**src/pkg/sld_pkg.sv**
```systemverilog
// Purpose : shared constants and carriers of the sequential led drive control core
// Assumes : 100 MHz system clock, byte wide register port from the serial engine
// Notes   : register indices equal the serial register addresses
package sld_pkg;

   // ----------------------------------------------------------------
   // register map
   // ----------------------------------------------------------------
   localparam int unsigned NREG         = 23;            // 0x00..0x16 are storable
   localparam logic [7:0]  A_BANK       = 8'h00;
   localparam logic [7:0]  A_LEVEL0     = 8'h01;         // first current byte, low/high pairs follow
   localparam logic [7:0]  A_FADER      = 8'h13;
   localparam logic [7:0]  A_CTRL       = 8'h14;
   localparam logic [7:0]  A_ILIMIT     = 8'h15;
   localparam logic [7:0]  A_FMASK      = 8'h16;
   localparam logic [7:0]  A_LAST       = 8'h16;
   localparam logic [7:0]  A_FAULT      = 8'h17;
   localparam logic [7:0]  A_NVCMD      = 8'h40;

   // control register fields
   localparam int unsigned CTRL_PWM     = 0;
   localparam int unsigned CTRL_MFE     = 1;
   localparam int unsigned CTRL_TO_LSB  = 2;

   // fault and mask bit positions
   localparam int unsigned F_OCP        = 0;
   localparam int unsigned F_TSD        = 1;
   localparam int unsigned F_LOW_SUPPLY_TRIP       = 2;
   localparam int unsigned F_OPEN       = 3;
   localparam int unsigned F_SHORT      = 4;

   // nonvolatile command register
   localparam logic [7:0]  CMD_PREPARE  = 8'h04;
   localparam logic [7:0]  CMD_RELOAD   = 8'h01;
   localparam logic [7:0]  CMD_WRITE    = 8'h02;
   localparam int unsigned CMD_DONE_BIT = 7;
   localparam int unsigned CMD_ARM_BIT  = 2;

   localparam logic [7:0] REG_RST [NREG] = '{
      8'h00, 8'h81, 8'h01, 8'h81, 8'h01, 8'h81, 8'h01, 8'hE7, 8'h00, 8'hE7, 8'h00, 8'hE7,
      8'h00, 8'h4D, 8'h00, 8'h4D, 8'h00, 8'h4D, 8'h00, 8'hFF, 8'h00, 8'h11, 8'h00};

   // ----------------------------------------------------------------
   // timing
   // ----------------------------------------------------------------
   localparam int unsigned CLK_MHZ       = 100;
   localparam int unsigned PROG_MS       = 200;
   localparam int unsigned PROG_CYCLES   = PROG_MS * 1000 * CLK_MHZ;
   localparam int unsigned PWM_TO_US     = 300;
   localparam int unsigned PWM_TO_CYCLES = PWM_TO_US * CLK_MHZ;
   localparam int unsigned TO_STEP_US    = 1000;
   localparam int unsigned TO_STEP_CYCLES = TO_STEP_US * CLK_MHZ;
   localparam logic [7:0]  BRC_FULL      = 8'hFF;

   // ----------------------------------------------------------------
   // carriers
   // ----------------------------------------------------------------
   typedef struct packed {
      logic       wr;
      logic       rd;
      logic [7:0] addr;
      logic [7:0] wdata;
   } sld_req_t;

   typedef struct packed {
      logic converter_output_max;
      logic no_current;
      logic converter_output_low;
      logic pos_limit;
      logic thermal_trip;
      logic low_supply_trip;
   } sld_sense_t;

   typedef enum logic [1:0] {NV_RELOAD, NV_IDLE, NV_PROG, NV_WAIT} sld_nv_t;

endpackage
```
**src/hdl/sld_arbiter.sv**
```systemverilog
// Purpose : one-hot colour grant with hold and fixed red-green-blue priority
// Assumes : enables already synchronised to clk
// Notes   : grant only moves after the held colour's enable is released
`timescale 1ns/1ps
`default_nettype none
module sld_arbiter import sld_pkg::*; (
   input  wire logic       clk,      // system clock
   input  wire logic       rst,      // synchronous reset
   input  wire logic [2:0] en_s,     // synced enables, bit0 red, bit1 green, bit2 blue
   output logic      [2:0] grant     // one-hot granted colour
);
   logic [2:0] grant_r;
   logic [2:0] grant_nxt;
   wire        hold = |(grant_r & en_s);

   // red wins, then green, then blue
   assign grant_nxt = hold      ? grant_r :                      // RULE1
                      en_s[0]   ? 3'h1 :                         // RULE2
                      en_s[1]   ? 3'h2 :
                      en_s[2]   ? 3'h4 : 3'h0;

   always_ff @(posedge clk) begin
      if (rst) grant_r <= 3'h0;
      else     grant_r <= grant_nxt;                             // RULE25
   end

   assign grant = grant_r;
endmodule
`default_nettype wire

```
**src/hdl/sld_core.sv**
```systemverilog
// Purpose : control core of a three channel sequential led driver
// Assumes : serial engine delivers decoded byte writes/reads on clk; nonvolatile
//           store reads combinationally from nvm_addr and writes on nvm_we
// Notes   : currents are given in setting codes, code 0 being the current floor
//
// Overview of operation
// [RULE1] only one colour drives; a new enable waits until the active one drops
// [RULE2] among pending enables red wins, then green, then blue
// [RULE3] serial accesses hit working registers; all but fault and command are storable
// [RULE4] after reset the stored values are copied into the working registers
// [RULE5] prepare then reload written to command register reloads working registers
// [RULE6] prepare then write written to command register stores working registers
// [RULE7] completion flag sets once storing finishes, about 200 ms
// [RULE8] the host stores only while the device is in standby
// [RULE9] each colour has a 10-bit setting per bank, low byte plus two high bits
// [RULE10] bank code 00 bank0, 01 bank1, 10 and 11 bank2
// [RULE11] dimmer and pwm bits choose no scaling, dimmer register or pwm input
// [RULE12] pwm source gives factor equal to measured high duty
// [RULE13] dimmer source gives factor equal to dimmer value over 255
// [RULE14] highest setting scales by factor, the others keep their ratio to it
// [RULE15] scaled currents span the floor up to the programmed setting
// [RULE16] pwm change applies at next enable rise only if older than 300 us
// [RULE17] every fault sets its flag and pulls fault low unless masked
// [RULE18] reading the fault register clears flags and releases the fault pin
// [RULE19] at colour end, open flags with output at max, no current, no overcurrent
// [RULE20] at colour end, short flags with output below threshold
// [RULE21] overcurrent flags only when the limit is active at colour end
// [RULE22] thermal and low supply force standby; low supply reloads stored values
// [RULE23] host reads the fault register after each shutdown to standby step
// [RULE24] normal returns to standby after all enables low for the timeout
// [RULE25] enables are synchronised and arbitrated once per clock
`timescale 1ns/1ps
`default_nettype none
module sld_core import sld_pkg::*; #(
   parameter int unsigned PROG_CYC = PROG_CYCLES,     // store duration in cycles
   parameter int unsigned PWM_TO   = PWM_TO_CYCLES,   // pwm settle time in cycles
   parameter int unsigned TO_STEP  = TO_STEP_CYCLES   // standby timeout step in cycles
) (
   input  wire logic       clk,          // system clock 100 MHz
   input  wire logic       rst,          // synchronous reset, high
   input  wire sld_req_t   req,          // register write/read strobe, address, data
   output logic      [7:0] reg_rdata,    // read data, valid the cycle after rd
   input  wire logic [2:0] color_en,     // colour enable pins, red green blue
   input  wire logic       pwm_in,       // brightness pin
   input  wire sld_sense_t sense,        // converter and protection comparators
   output logic      [2:0] drv_on,       // one-hot driver enable
   output logic      [9:0] drv_level,    // scaled current code of the active driver
   output logic            standby,      // device in standby
   output logic            fault_oe,     // fault pin pulled low while high
   output logic      [7:0] nvm_addr,     // nonvolatile byte address
   output logic      [7:0] nvm_wdata,    // nonvolatile write data
   output logic            nvm_we,       // nonvolatile write strobe
   input  wire logic [7:0] nvm_rdata     // nonvolatile read data of nvm_addr
);

   // ----------------------------------------------------------------
   // pin synchronisers
   // ----------------------------------------------------------------
   localparam int unsigned NPIN = 10;
   wire  [NPIN-1:0] pin_raw = {sense, pwm_in, color_en};
   logic [NPIN-1:0] meta_r, pin_s;

   for (genvar i = 0; i < NPIN; i++) begin : g_sync
      always_ff @(posedge clk) begin
         if (rst) begin
            meta_r[i] <= 1'b0;
            pin_s[i]  <= 1'b0;
         end else begin
            meta_r[i] <= pin_raw[i];
            pin_s[i]  <= meta_r[i];                    // RULE25
         end
      end
   end

   wire [2:0]  en_s   = pin_s[2:0];
   wire        pwm_s  = pin_s[3];
   sld_sense_t sns_s;
   assign sns_s = sld_sense_t'(pin_s[9:4]);

   // ----------------------------------------------------------------
   // working registers and decode
   // ----------------------------------------------------------------
   logic [7:0] regs_r [NREG];
   logic [4:0] fault_r;
   logic       armed_r, done_r;
   sld_nv_t    nv_r;
   logic [7:0] rdata_r;

   wire wr_hit  = req.wr && req.addr <= A_LAST && nv_r != NV_RELOAD;   // RULE3
   wire cmd_wr  = req.wr && req.addr == A_NVCMD;
   wire flt_rd  = req.rd && req.addr == A_FAULT;
   wire [7:0] ctrl  = regs_r[A_CTRL[4:0]];
   wire [7:0] fmask = regs_r[A_FMASK[4:0]];

   // setting of colour c in the selected bank
   function automatic logic [9:0] iset_of(input logic [1:0] c, input logic [1:0] bank);
      logic [1:0] b;
      logic [4:0] lo;
      b  = (bank == 2'b00) ? 2'd0 : (bank == 2'b01) ? 2'd1 : 2'd2;         // RULE10
      lo = 5'(A_LEVEL0) + 5'(b) * 5'd6 + 5'(c) * 5'd2;
      return {regs_r[lo + 5'd1][1:0], regs_r[lo]};                          // RULE9
   endfunction

   wire [1:0] bank = regs_r[A_BANK[4:0]][1:0];
   wire [9:0] iset [3];
   for (genvar c = 0; c < 3; c++) begin : g_iset
      assign iset[c] = iset_of(2'(c), bank);
   end

   wire [7:0] rd_mux = (req.addr <= A_LAST) ? regs_r[req.addr[4:0]] :
                       (req.addr == A_FAULT) ? {3'h0, fault_r} :
                       (req.addr == A_NVCMD) ? {done_r, 4'h0, armed_r, 2'h0} : 8'h00;

   // ----------------------------------------------------------------
   // nonvolatile store sequencer
   // ----------------------------------------------------------------
   logic [7:0]  nv_addr_r, nv_wdata_r;
   logic        nv_we_r;
   logic [31:0] wait_r;
   logic        standby_r, uv_last_r;

   wire uv_rise   = sns_s.low_supply_trip & ~uv_last_r;
   wire go_reload = armed_r && cmd_wr && req.wdata == CMD_RELOAD;           // RULE5
   wire go_prog   = armed_r && cmd_wr && req.wdata == CMD_WRITE && standby_r; // RULE8
   wire nv_last   = nv_addr_r == A_LAST;

   always_ff @(posedge clk) begin
      if (rst) begin
         nv_r       <= NV_RELOAD;                                   // RULE4
         nv_addr_r  <= 8'h00;
         nv_wdata_r <= 8'h00;
         nv_we_r    <= 1'b0;
         wait_r     <= 32'h0;
         armed_r    <= 1'b0;
         done_r     <= 1'b0;
         uv_last_r  <= 1'b0;
      end else begin
         uv_last_r <= sns_s.low_supply_trip;
         nv_we_r   <= 1'b0;
         if (cmd_wr)
            armed_r <= req.wdata == CMD_PREPARE;
         case (nv_r)
            NV_IDLE: begin
               nv_addr_r <= 8'h00;
               if (go_reload || uv_rise) begin
                  nv_r <= NV_RELOAD;                                // RULE22
               end else if (go_prog) begin
                  nv_r       <= NV_PROG;                            // RULE6
                  done_r     <= 1'b0;
                  nv_we_r    <= 1'b1;
                  nv_wdata_r <= regs_r[0];
               end
            end
            NV_RELOAD: begin
               nv_addr_r <= nv_last ? 8'h00 : nv_addr_r + 8'h01;
               if (nv_last) nv_r <= NV_IDLE;
            end
            NV_PROG: begin
               if (nv_last) begin
                  nv_r   <= NV_WAIT;
                  wait_r <= 32'h0;
               end else begin
                  nv_addr_r  <= nv_addr_r + 8'h01;
                  nv_wdata_r <= regs_r[5'(nv_addr_r + 8'h01)];
                  nv_we_r    <= 1'b1;
               end
            end
            NV_WAIT: begin
               wait_r <= wait_r + 32'h1;
               if (wait_r >= PROG_CYC - 1) begin
                  nv_r   <= NV_IDLE;
                  done_r <= 1'b1;                                   // RULE7
               end
            end
            default: nv_r <= NV_IDLE;
         endcase
      end
   end

   // ----------------------------------------------------------------
   // working register writes
   // ----------------------------------------------------------------
   always_ff @(posedge clk) begin
      if (rst) begin
         for (int r = 0; r < NREG; r++) regs_r[r] <= REG_RST[r];
      end else if (nv_r == NV_RELOAD) begin
         regs_r[nv_addr_r[4:0]] <= nvm_rdata;                      // RULE5
      end else if (wr_hit) begin
         regs_r[req.addr[4:0]] <= req.wdata;                       // RULE3
      end
   end

   always_ff @(posedge clk) begin
      if (rst)          rdata_r <= 8'h00;
      else if (req.rd)  rdata_r <= rd_mux;
   end

   // ----------------------------------------------------------------
   // operating mode
   // ----------------------------------------------------------------
   logic [31:0] quiet_r;
   wire         trip    = sns_s.thermal_trip | sns_s.low_supply_trip;
   wire [31:0]  to_lim  = 32'(TO_STEP) * 32'({30'h0, ctrl[CTRL_TO_LSB +: 2]} + 32'h1);

   always_ff @(posedge clk) begin
      if (rst) begin
         standby_r <= 1'b1;
         quiet_r   <= 32'h0;
      end else begin
         quiet_r <= (|en_s) ? 32'h0 : quiet_r + 32'h1;
         if (trip || go_prog || nv_r != NV_IDLE)
            standby_r <= 1'b1;                                      // RULE22
         else if (|en_s)
            standby_r <= 1'b0;
         else if (quiet_r >= to_lim - 32'h1)
            standby_r <= 1'b1;                                      // RULE24
      end
   end

   // ----------------------------------------------------------------
   // arbitration and brightness
   // ----------------------------------------------------------------
   logic [2:0] grant;
   logic [7:0] duty;

   sld_arbiter u_arb (
      .clk  (clk),
      .rst  (rst),
      .en_s (en_s),
      .grant(grant)
   );

   sld_pwm_meter #(.TO_CYC(PWM_TO)) u_pwm (
      .clk  (clk),
      .rst  (rst),
      .pwm_s(pwm_s),
      .duty (duty)
   );

   // a duty change must age before an enable rise may adopt it
   logic [7:0]  duty_last_r, duty_use_r;
   logic [31:0] age_r;
   logic [2:0]  en_last_r;
   wire         en_rise = |(en_s & ~en_last_r);
   wire         aged    = age_r >= PWM_TO;

   always_ff @(posedge clk) begin
      if (rst) begin
         duty_last_r <= BRC_FULL;
         duty_use_r  <= BRC_FULL;
         age_r       <= 32'h0;
         en_last_r   <= 3'h0;
      end else begin
         en_last_r   <= en_s;
         duty_last_r <= duty;
         if (duty != duty_last_r) age_r <= 32'h0;
         else if (!aged)          age_r <= age_r + 32'h1;
         if (en_rise && aged) duty_use_r <= duty_last_r;            // RULE16
      end
   end

   wire [7:0] brightness_factor = ctrl[CTRL_PWM] ? duty_use_r :                     // RULE11
                    ctrl[CTRL_MFE] ? regs_r[A_FADER[4:0]] :            // RULE13
                    BRC_FULL;

   // scaling every setting by the same factor keeps each ratio to the highest
   // one up to the truncation of the divide by 255, and avoids a divider by a variable setting
   wire [1:0]  sel_c   = grant[0] ? 2'd0 : grant[1] ? 2'd1 : 2'd2;
   wire [17:0] prod    = iset[sel_c] * brightness_factor;                           // RULE14
   wire [9:0]  lvl_nxt = 10'(prod / 18'd255);                         // RULE15

   logic [2:0] drv_on_r;
   logic [9:0] lvl_r;
   wire  [2:0] drv_nxt = (standby_r || trip || nv_r != NV_IDLE) ? 3'h0 : grant; // RULE1 RULE22

   always_ff @(posedge clk) begin
      if (rst) begin
         drv_on_r <= 3'h0;
         lvl_r    <= 10'h000;
      end else begin
         drv_on_r <= drv_nxt;
         lvl_r    <= (drv_nxt != 3'h0) ? lvl_nxt : 10'h000;
      end
   end

   // ----------------------------------------------------------------
   // fault flags and pin
   // ----------------------------------------------------------------
   wire       col_end = (drv_on_r != 3'h0) && (drv_nxt != drv_on_r);
   wire [4:0] ev;
   logic      fault_oe_r;

   assign ev[F_OCP]   = col_end & sns_s.pos_limit;                               // RULE21
   assign ev[F_TSD]   = sns_s.thermal_trip;
   assign ev[F_LOW_SUPPLY_TRIP]  = sns_s.low_supply_trip;
   assign ev[F_OPEN]  = col_end & sns_s.converter_output_max & sns_s.no_current & ~sns_s.pos_limit; // RULE19
   assign ev[F_SHORT] = col_end & sns_s.converter_output_low;                                // RULE20

   // a new event in the clearing read's cycle survives the clear
   wire [4:0] fault_nxt = (flt_rd ? 5'h00 : fault_r) | ev;            // RULE18

   always_ff @(posedge clk) begin
      if (rst) begin
         fault_r    <= 5'h00;
         fault_oe_r <= 1'b0;
      end else begin
         fault_r    <= fault_nxt;                                     // RULE17
         fault_oe_r <= |(fault_nxt & ~fmask[4:0]);                    // RULE17
      end
   end

   assign reg_rdata = rdata_r;
   assign drv_on    = drv_on_r;
   assign drv_level = lvl_r;
   assign standby   = standby_r;
   assign fault_oe  = fault_oe_r;
   assign nvm_addr  = nv_addr_r;
   assign nvm_wdata = nv_wdata_r;
   assign nvm_we    = nv_we_r;

endmodule
`default_nettype wire

```
**src/hdl/sld_pwm_meter.sv**
```systemverilog
// Purpose : measures high-time duty of the brightness input as an 8-bit fraction
// Assumes : input synchronised; period fits 16 bits of clk cycles
// Notes   : a flat input for the timeout reads as 0 or full scale
`timescale 1ns/1ps
`default_nettype none
module sld_pwm_meter import sld_pkg::*; #(
   parameter int unsigned TO_CYC = PWM_TO_CYCLES
) (
   input  wire logic       clk,      // system clock
   input  wire logic       rst,      // synchronous reset
   input  wire logic       pwm_s,    // synced brightness input
   output logic      [7:0] duty      // last measured duty, 255 = always high
);
   logic [15:0] hi_r, per_r, rem_r, div_per_r;
   logic [7:0]  q_r, duty_r;
   logic [3:0]  step_r;
   logic [31:0] idle_r;
   logic        last_r;

   wire rise = pwm_s & ~last_r;
   wire [16:0] rem2 = {rem_r, 1'b0};
   wire        ge   = rem2 >= {1'b0, div_per_r};

   always_ff @(posedge clk) begin
      if (rst) begin
         hi_r <= 16'h0; per_r <= 16'h0; rem_r <= 16'h0; div_per_r <= 16'h1;
         q_r <= 8'h0; duty_r <= BRC_FULL; step_r <= 4'h0; idle_r <= 32'h0; last_r <= 1'b0;
      end else begin
         last_r <= pwm_s;
         if (rise) begin
            // start a shift-subtract divide of high time by period
            rem_r     <= hi_r;
            div_per_r <= (per_r == 16'h0) ? 16'h1 : per_r;
            step_r    <= 4'h8;
            q_r       <= 8'h0;
            hi_r      <= 16'h1;
            per_r     <= 16'h1;
            idle_r    <= 32'h0;
         end else begin
            if (pwm_s && hi_r != 16'hFFFF) hi_r <= hi_r + 16'h1;
            if (per_r != 16'hFFFF) per_r <= per_r + 16'h1;
            if (idle_r < TO_CYC) idle_r <= idle_r + 32'h1;
            else duty_r <= pwm_s ? BRC_FULL : 8'h00;
         end
         if (step_r != 4'h0 && !rise) begin
            rem_r  <= ge ? 16'(rem2 - {1'b0, div_per_r}) : rem2[15:0];
            q_r    <= {q_r[6:0], ge};
            step_r <= step_r - 4'h1;
            if (step_r == 4'h1)
               duty_r <= (rem_r >= div_per_r) ? BRC_FULL : {q_r[6:0], ge};   // RULE12
         end
      end
   end

   assign duty = duty_r;
endmodule
`default_nettype wire

```
**config.mk**
```make
export PLATFORM = sky130hd
export DESIGN_NAME = sld_core
export DESIGN_NICKNAME = d
export VERILOG_FILES = /design/src/pkg/sld_pkg.sv /design/src/hdl/sld_arbiter.sv /design/src/hdl/sld_core.sv /design/src/hdl/sld_pwm_meter.sv
export SDC_FILE = /design/constraint.sdc
export NUM_CORES = 2
export LEC_CHECK = 0
export BUFFER_PORTS_ARGS = -buffer_cell sky130_fd_sc_hd__buf_2
export CORE_ASPECT_RATIO = 1.4
export CORE_MARGIN = 8
export CORE_UTILIZATION = 60
export DETAILED_ROUTE_END_ITERATION = 10
export PLACE_DENSITY = 0.77
export SLEW_MARGIN = 0
export SYNTH_ARGS = -nofsm -noshare
export SYNTH_HDL_FRONTEND = slang
export SYNTH_SLANG_ARGS = --single-unit
```
**constraint.sdc**
```tcl
create_clock -name clk -period 13.5 [get_ports clk]
set_clock_uncertainty 0.2 [all_clocks]
set_input_delay 2.025 -clock clk [delete_from_list [all_inputs] [get_ports clk]]
set_output_delay 2.025 -clock clk [all_outputs]
set_load 0.02 [all_outputs]
```
==> After elaboration in Yosys (flattened, before gate mapping) <==
Memory sizes are Yosys's and may differ from the RTL's.
Index checks and enable logic that the tools add are counted.
{ "word_totals": {"reg_bits": 304, "mem_bits_rw": 184, "input_bits": 38, "word_cells": 247, "n_memories": 1} }
{ "classes": {"add_sub_neg": 17, "n_mul": 3, "div_mod_pow": 1, "order_cmp": 8, "eq_ne": 23, "muxes": 75, "n_bitwise": 19, "n_reduce_logical": 49} }
{ "mem_list": {"columns": ["memory", "depth", "width", "read_ports", "rd_clocked_by_memory_dff", "wr", "line", "source"], "rows": [
  ["regs_r", 23, 8, 12, 0, 23, "sld_core.sv:83", "logic [7:0] regs_r [NREG];"]
]} }
{ "op_table": {"columns": ["operator", "n"], "rows": [
  ["$mux 8", 18],
  ["$add 32x1->32 const B", 4],
  ["$mux 16", 4],
  ["$pmux 32 s2", 1],
  ["$add 16x1->16 const B", 2],
  ["$ge 32x15->1 const B", 1],
  ["$ge 32x25->1 const B", 1],
  ["$ge 32x32->1", 1],
  ["$lt 32x15->1 const B", 1],
  ["$mux 32", 1],
  ["$ne 16x16->1 const B", 2],
  ["$pmux 8 s3", 1],
  ["$mux 1", 23],
  ["$sub 20x1->21 const B", 1],
  ["$bmux 10 s2", 1],
  ["$mux 10", 2],
  ["$div 18x8->18 const B", 1],
  ["$mul 10x8->18", 1],
  ["$mux 2", 9],
  ["$ge 17x16->1", 1],
  ["$eq 8x5->1 const B", 2],
  ["$ge 16x16->1", 1],
  ["$logic_not 16->1", 1],
  ["$pmux 8 s2", 1],
  ["53 further kinds", 114]
]} }

==> Longest topological paths before layout <==
An unclocked memory read counts as a cell.
{ "logic_depth": {"ltp_word": 14, "depth_mapped": 53, "mapped_depth_nobuf": 43} }

==> Modules after synthesis <==
A second synthesis with hierarchy kept.
{ "hier_totals": {"cells_unflattened": 3258, "hier_area_um2": 33439.6} }
{ "modules_own_cells": {"columns": ["mod", "instances", "cells_each", "area_per_inst_um2", "seq_area_each_um2"], "rows": [
  ["sld_core", 1, 2515, 27307.4, 11390.9],
  ["sld_pwm_meter", 1, 727, 5992.0, 2322.2],
  ["sld_arbiter", 1, 16, 140.1, 60.1]
]} }

==> Worst setup path after synthesis <==
Ideal clock, no wire load.
{ "synth_timing": {"kind": "reg-to-reg", "from": "memory regs_r[0][0]", "to": "register lvl_r[0], in the netlist drv_level[0]", "setup_ns": 0.127, "arrival_time_ns": 11.679, "t_required_ns": 13.173, "path_slack_ns": 1.494, "path_stages_with_launch": 48, "path_buffers": 4, "synth_period_minus_slack_ns": 12.006, "cell_sequence": "edfxtp_1 -> clkbuf_1 -> clkbuf_1 -> mux2_2 -> mux4_2 -> o21ai_1 -> nor2_1 -> fa_1 -> inv_1 -> fa_1 -> inv_1 -> fa_1 -> inv_1 -> fa_1 -> inv_1 -> ha_1 -> a21oi_1 -> o21ai_1 -> [... 12 more ...] -> nor2_1 -> and3_1 -> nor3_1 -> mux2_2 -> a22o_1 -> and4_1 -> o21ai_1 -> o21ai_2 -> nor2b_1 -> ha_1 -> clkbuf_1 -> a21oi_1 -> nor2b_1 -> nor2_1 -> a22oi_1 -> a41oi_1 -> and4_1 -> or3_1"} }
{ "synth_rtl": {"columns": ["item", "line", "source"], "rows": [
  ["from (decl)", "sld_core.sv:83", null],
  ["to (signal assigned)", "sld_core.sv:282", "lvl_r <= (drv_nxt != 3'h0) ? lvl_nxt : 10'h000;"],
  ["to (decl)", "sld_core.sv:273", "logic [9:0] lvl_r;"]
]} }

==> impl_metrics.py <==
metrics = {
    "clocking": {
        "tritoncts": "built",
        "cts.sink_count": 560,
        "clk_pin_slew_ns": 0.06,
        "clockBufferDepth": 3,
        "insertion_delay_ns": 0.66,
        "cts-buffers-inserted": 54,
        "cts-root-buf": "clkbuf_16",
        "h-tree-depth": 2,
        "cts-hold-fix-buffers": 0,
    },
    "worst_setup_path": {
        "crit_required_ns": 13.83,
        "cp.arrival_ns": 13.19,
        "r2r_start": "regs_r[0][0]",
        "cp_max_fo": 17,
        "crit_path_start_kind": "flop",
        "slowest_stage": "or4b_1",
        "crit_path_end_kind": "flop",
        "startpoint": "regs_r[0][0]",
        "r2r_end": "drv_level[0]",
        "crit_path_end": "drv_level[0]",
        "critPathKind": "flop to flop",
        "critPathMaxStageDelay_ns": 0.69,
        "cpMostUsedCell": "fa_1",
        "reg2regPathDepth": 43,
        "r2r_setup_slack_ns": 0.64,
    },
    "sta": {
        "slew_viol_final": 0,
        "period_needed_ns": 12.86,
        "min_period_over_period_pct": 95.3,
        "setup_viol": 0,
        "hold_viol_final": 0,
        "slew_headroom_pct": 10.4,
        "fin_tns_setup_ns": 0,
        "worstMarginPinSlew_ns": 1.34,
        "rsz0062_at_grt": "no",
        "fmax_mhz": 77.8,
    },
    "synthesis": {
        "synthSimpleGateAreaFrac_pct": 18.7,
        "yosysUniqueCellTypes": 111,
        "ys_warn_count": 0,
        "ys_seq_area_share_pct": 41.7,
        "synth_top_family_by_area": "simple AND/OR/NAND/NOR gates",
        "syn_inst": 3230,
        "synth_edf_count": 256,
        "synthMuxAreaShare_pct": 13.6,
        "synthTopCellsByArea": "edfxtp_1 (23%), dfxtp_1 (18%), mux4_2 (11%)",
        "synthesis.area_sq_um": 33000,
        "synth_top_area_share_pct": 23.3,
        "syn_avg_cell_area_sq_um": 10.2,
        "synthArstFlopShare_pct": 0,
        "synth_ff_type": "dfxtp_1",
        "synth_fa_ha_area_share_pct": 7.36,
        "syn_nets": 3432,
        "synth_compound_area_share_pct": 11.0,
        "synthXorXnorAreaFrac_pct": 4.01,
        "ys_seq_elements": 560,
        "synth_largest_area_cell": "edfxtp_1",
    },
    "floorplan": {
        "die_area_sq_um": 62900,
        "die_height_um": 294,
        "std_cell_rows": 101,
        "die_w_um": 214,
        "floorplan.initialDensity_pct": 60.8,
        "coreArea_sq_um": 54300,
        "io_pins": 78,
    },
    "route": {
        "num_vias": 26200,
        "totalWireLength_um": 96000,
        "wl_per_cell_um": 23.8,
        "viasPerCell": 6.48,
        "route.detailed.drc": 0,
        "drt_iter0_drc": 2779,
        "ant_nets": 0,
        "first_pass_iters": 6,
    },
    "placed_design": {
        "dpl_cell_area_sq_um": 34200,
        "io_buffers": 77,
        "place_hpwl_um": 69200,
        "place_congestion": 1.08,
    },
    "hold_path": {
        "hp-class": "flop to flop",
    },
    "layout": {
        "finalInstanceArea_sq_um": 36300,
        "syn_to_final_growth_pct": 10.0,
        "nets": 3477,
        "drive_gt1_share_pct": 16.8,
        "final_cell_mix": "nor2_1 (482), dfxtp_1 (303), nand2_1 (271), edfxtp_1 (256), mux4_2 (167)",
        "final_common_cell": "nor2_1",
    },
    "grt": {
        "gr-usage-all-layers_pct": 29.5,
        "grt_overflow": 0,
        "antenna_found_initial": 2,
        "grt_pass1_vias": 25800,
        "grt_start_max_net_pins": 82,
        "grt_pass1_wl_um": 147000,
    },
    "flow_run": {
        "max_cap_violations": 0,
    },
    "run_status": {
        "status": "completed",
    },
}
## per-layer routing
layer / vias up / global-route usage [%] / routed length, um
li1: 11800 / - / -
met4: 0 / 18.4 / 6720
met5: - / 0 / 0
met3: 320 / 4.98 / 7780
met1: 12700 / 33.1 / 33600
met2: 1355 / 52.0 / 48000
## metrics by stage
stage                     setup slack [ns]  instances  hold slack [ns]  util, %
after detailed placement             0.266       3935            0.232     63.0
after CTS                            0.141       4035            0.253     66.6
final                                0.639       4043            0.248     66.8
after global placement               0.812       3935            0.220     63.0
after global routing               0.00437       4041            0.263     66.8
after floorplan                       1.49       3230            0.213        -
## cell usage after synthesis, types with 58 or more instances
cell type and n:
nor2_1 484, dfxtp_1 304, nand2_1 271, edfxtp_1 256, mux4_2 167, inv_1 149
a21oi_1 146, clkbuf_1 124, ha_1 115, nand3_1 92, xor2_1 87, o21ai_0 73
and2_1 59, xnor2_1 58
## flip-flops by register name (all words and copies together), names as in the netlist, 10 cells and up
name	cells
u_pwm.idle_r	32
wait_r	32
u_pwm.rem_r	16
regs_r	256
drv_level	10
u_pwm.per_r	16
quiet_r	32
age_r	32
meta_r	10
u_pwm.hi_r	16
u_pwm.div_per_r	16
## layout make-up
type,count,area [sq um]
multi-input combinational,2366,18200
fill,4225,18000
sequential,560,13800
clock buffer,71,1560
tap,721,902
timing repair buffer,142,885
inverter,151,567
clock inverter,29,398
antenna,3,7.51
## critical path, delay by kind of cell (launching register included)
kind	cells	cell delay (ns)
AO/OA/AOI/OAI	22	5.91
buffers and inverters	4	0.58
XOR/XNOR	1	0.27
adder cells (fa/ha/maj)	6	2.78
flip-flops	1	0.35
multiplexers	2	0.83
AND/OR/NAND/NOR	8	1.79
## cells by family (layout without fill, tap and decap cells)
logic type      Yosys count  in the layout
other cells               0              3
xor+xnor                147            147
compound gates          524            524
flops                   560            560
simple gates           1293           1293
mux                     237            237
fa+ha+maj               165            165
buf+inv                 304            393
## worst min path at each step
stage | from | end | slack (ns) | cells past startpoint
after floorplan | quiet_r[0] | quiet_r[0] | 0.21 | 1
final | meta_r[1] | en_s[1] | 0.25 | 1
after detailed placement | quiet_r[0] | quiet_r[0] | 0.23 | 1
after global routing | age_r[29] | age_r[29] | 0.26 | 1
after global placement | quiet_r[0] | quiet_r[0] | 0.22 | 1
after CTS | meta_r[1] | en_s[1] | 0.25 | 1
## what timing repair did
action	in CTS	in global routing
setup endpoints to repair	0	2
buffers inserted	0	5
resized for setup	0	15
Power is not shown: default switching activity piles up to over one toggle a cycle in this logic, so the estimate is an artifact.
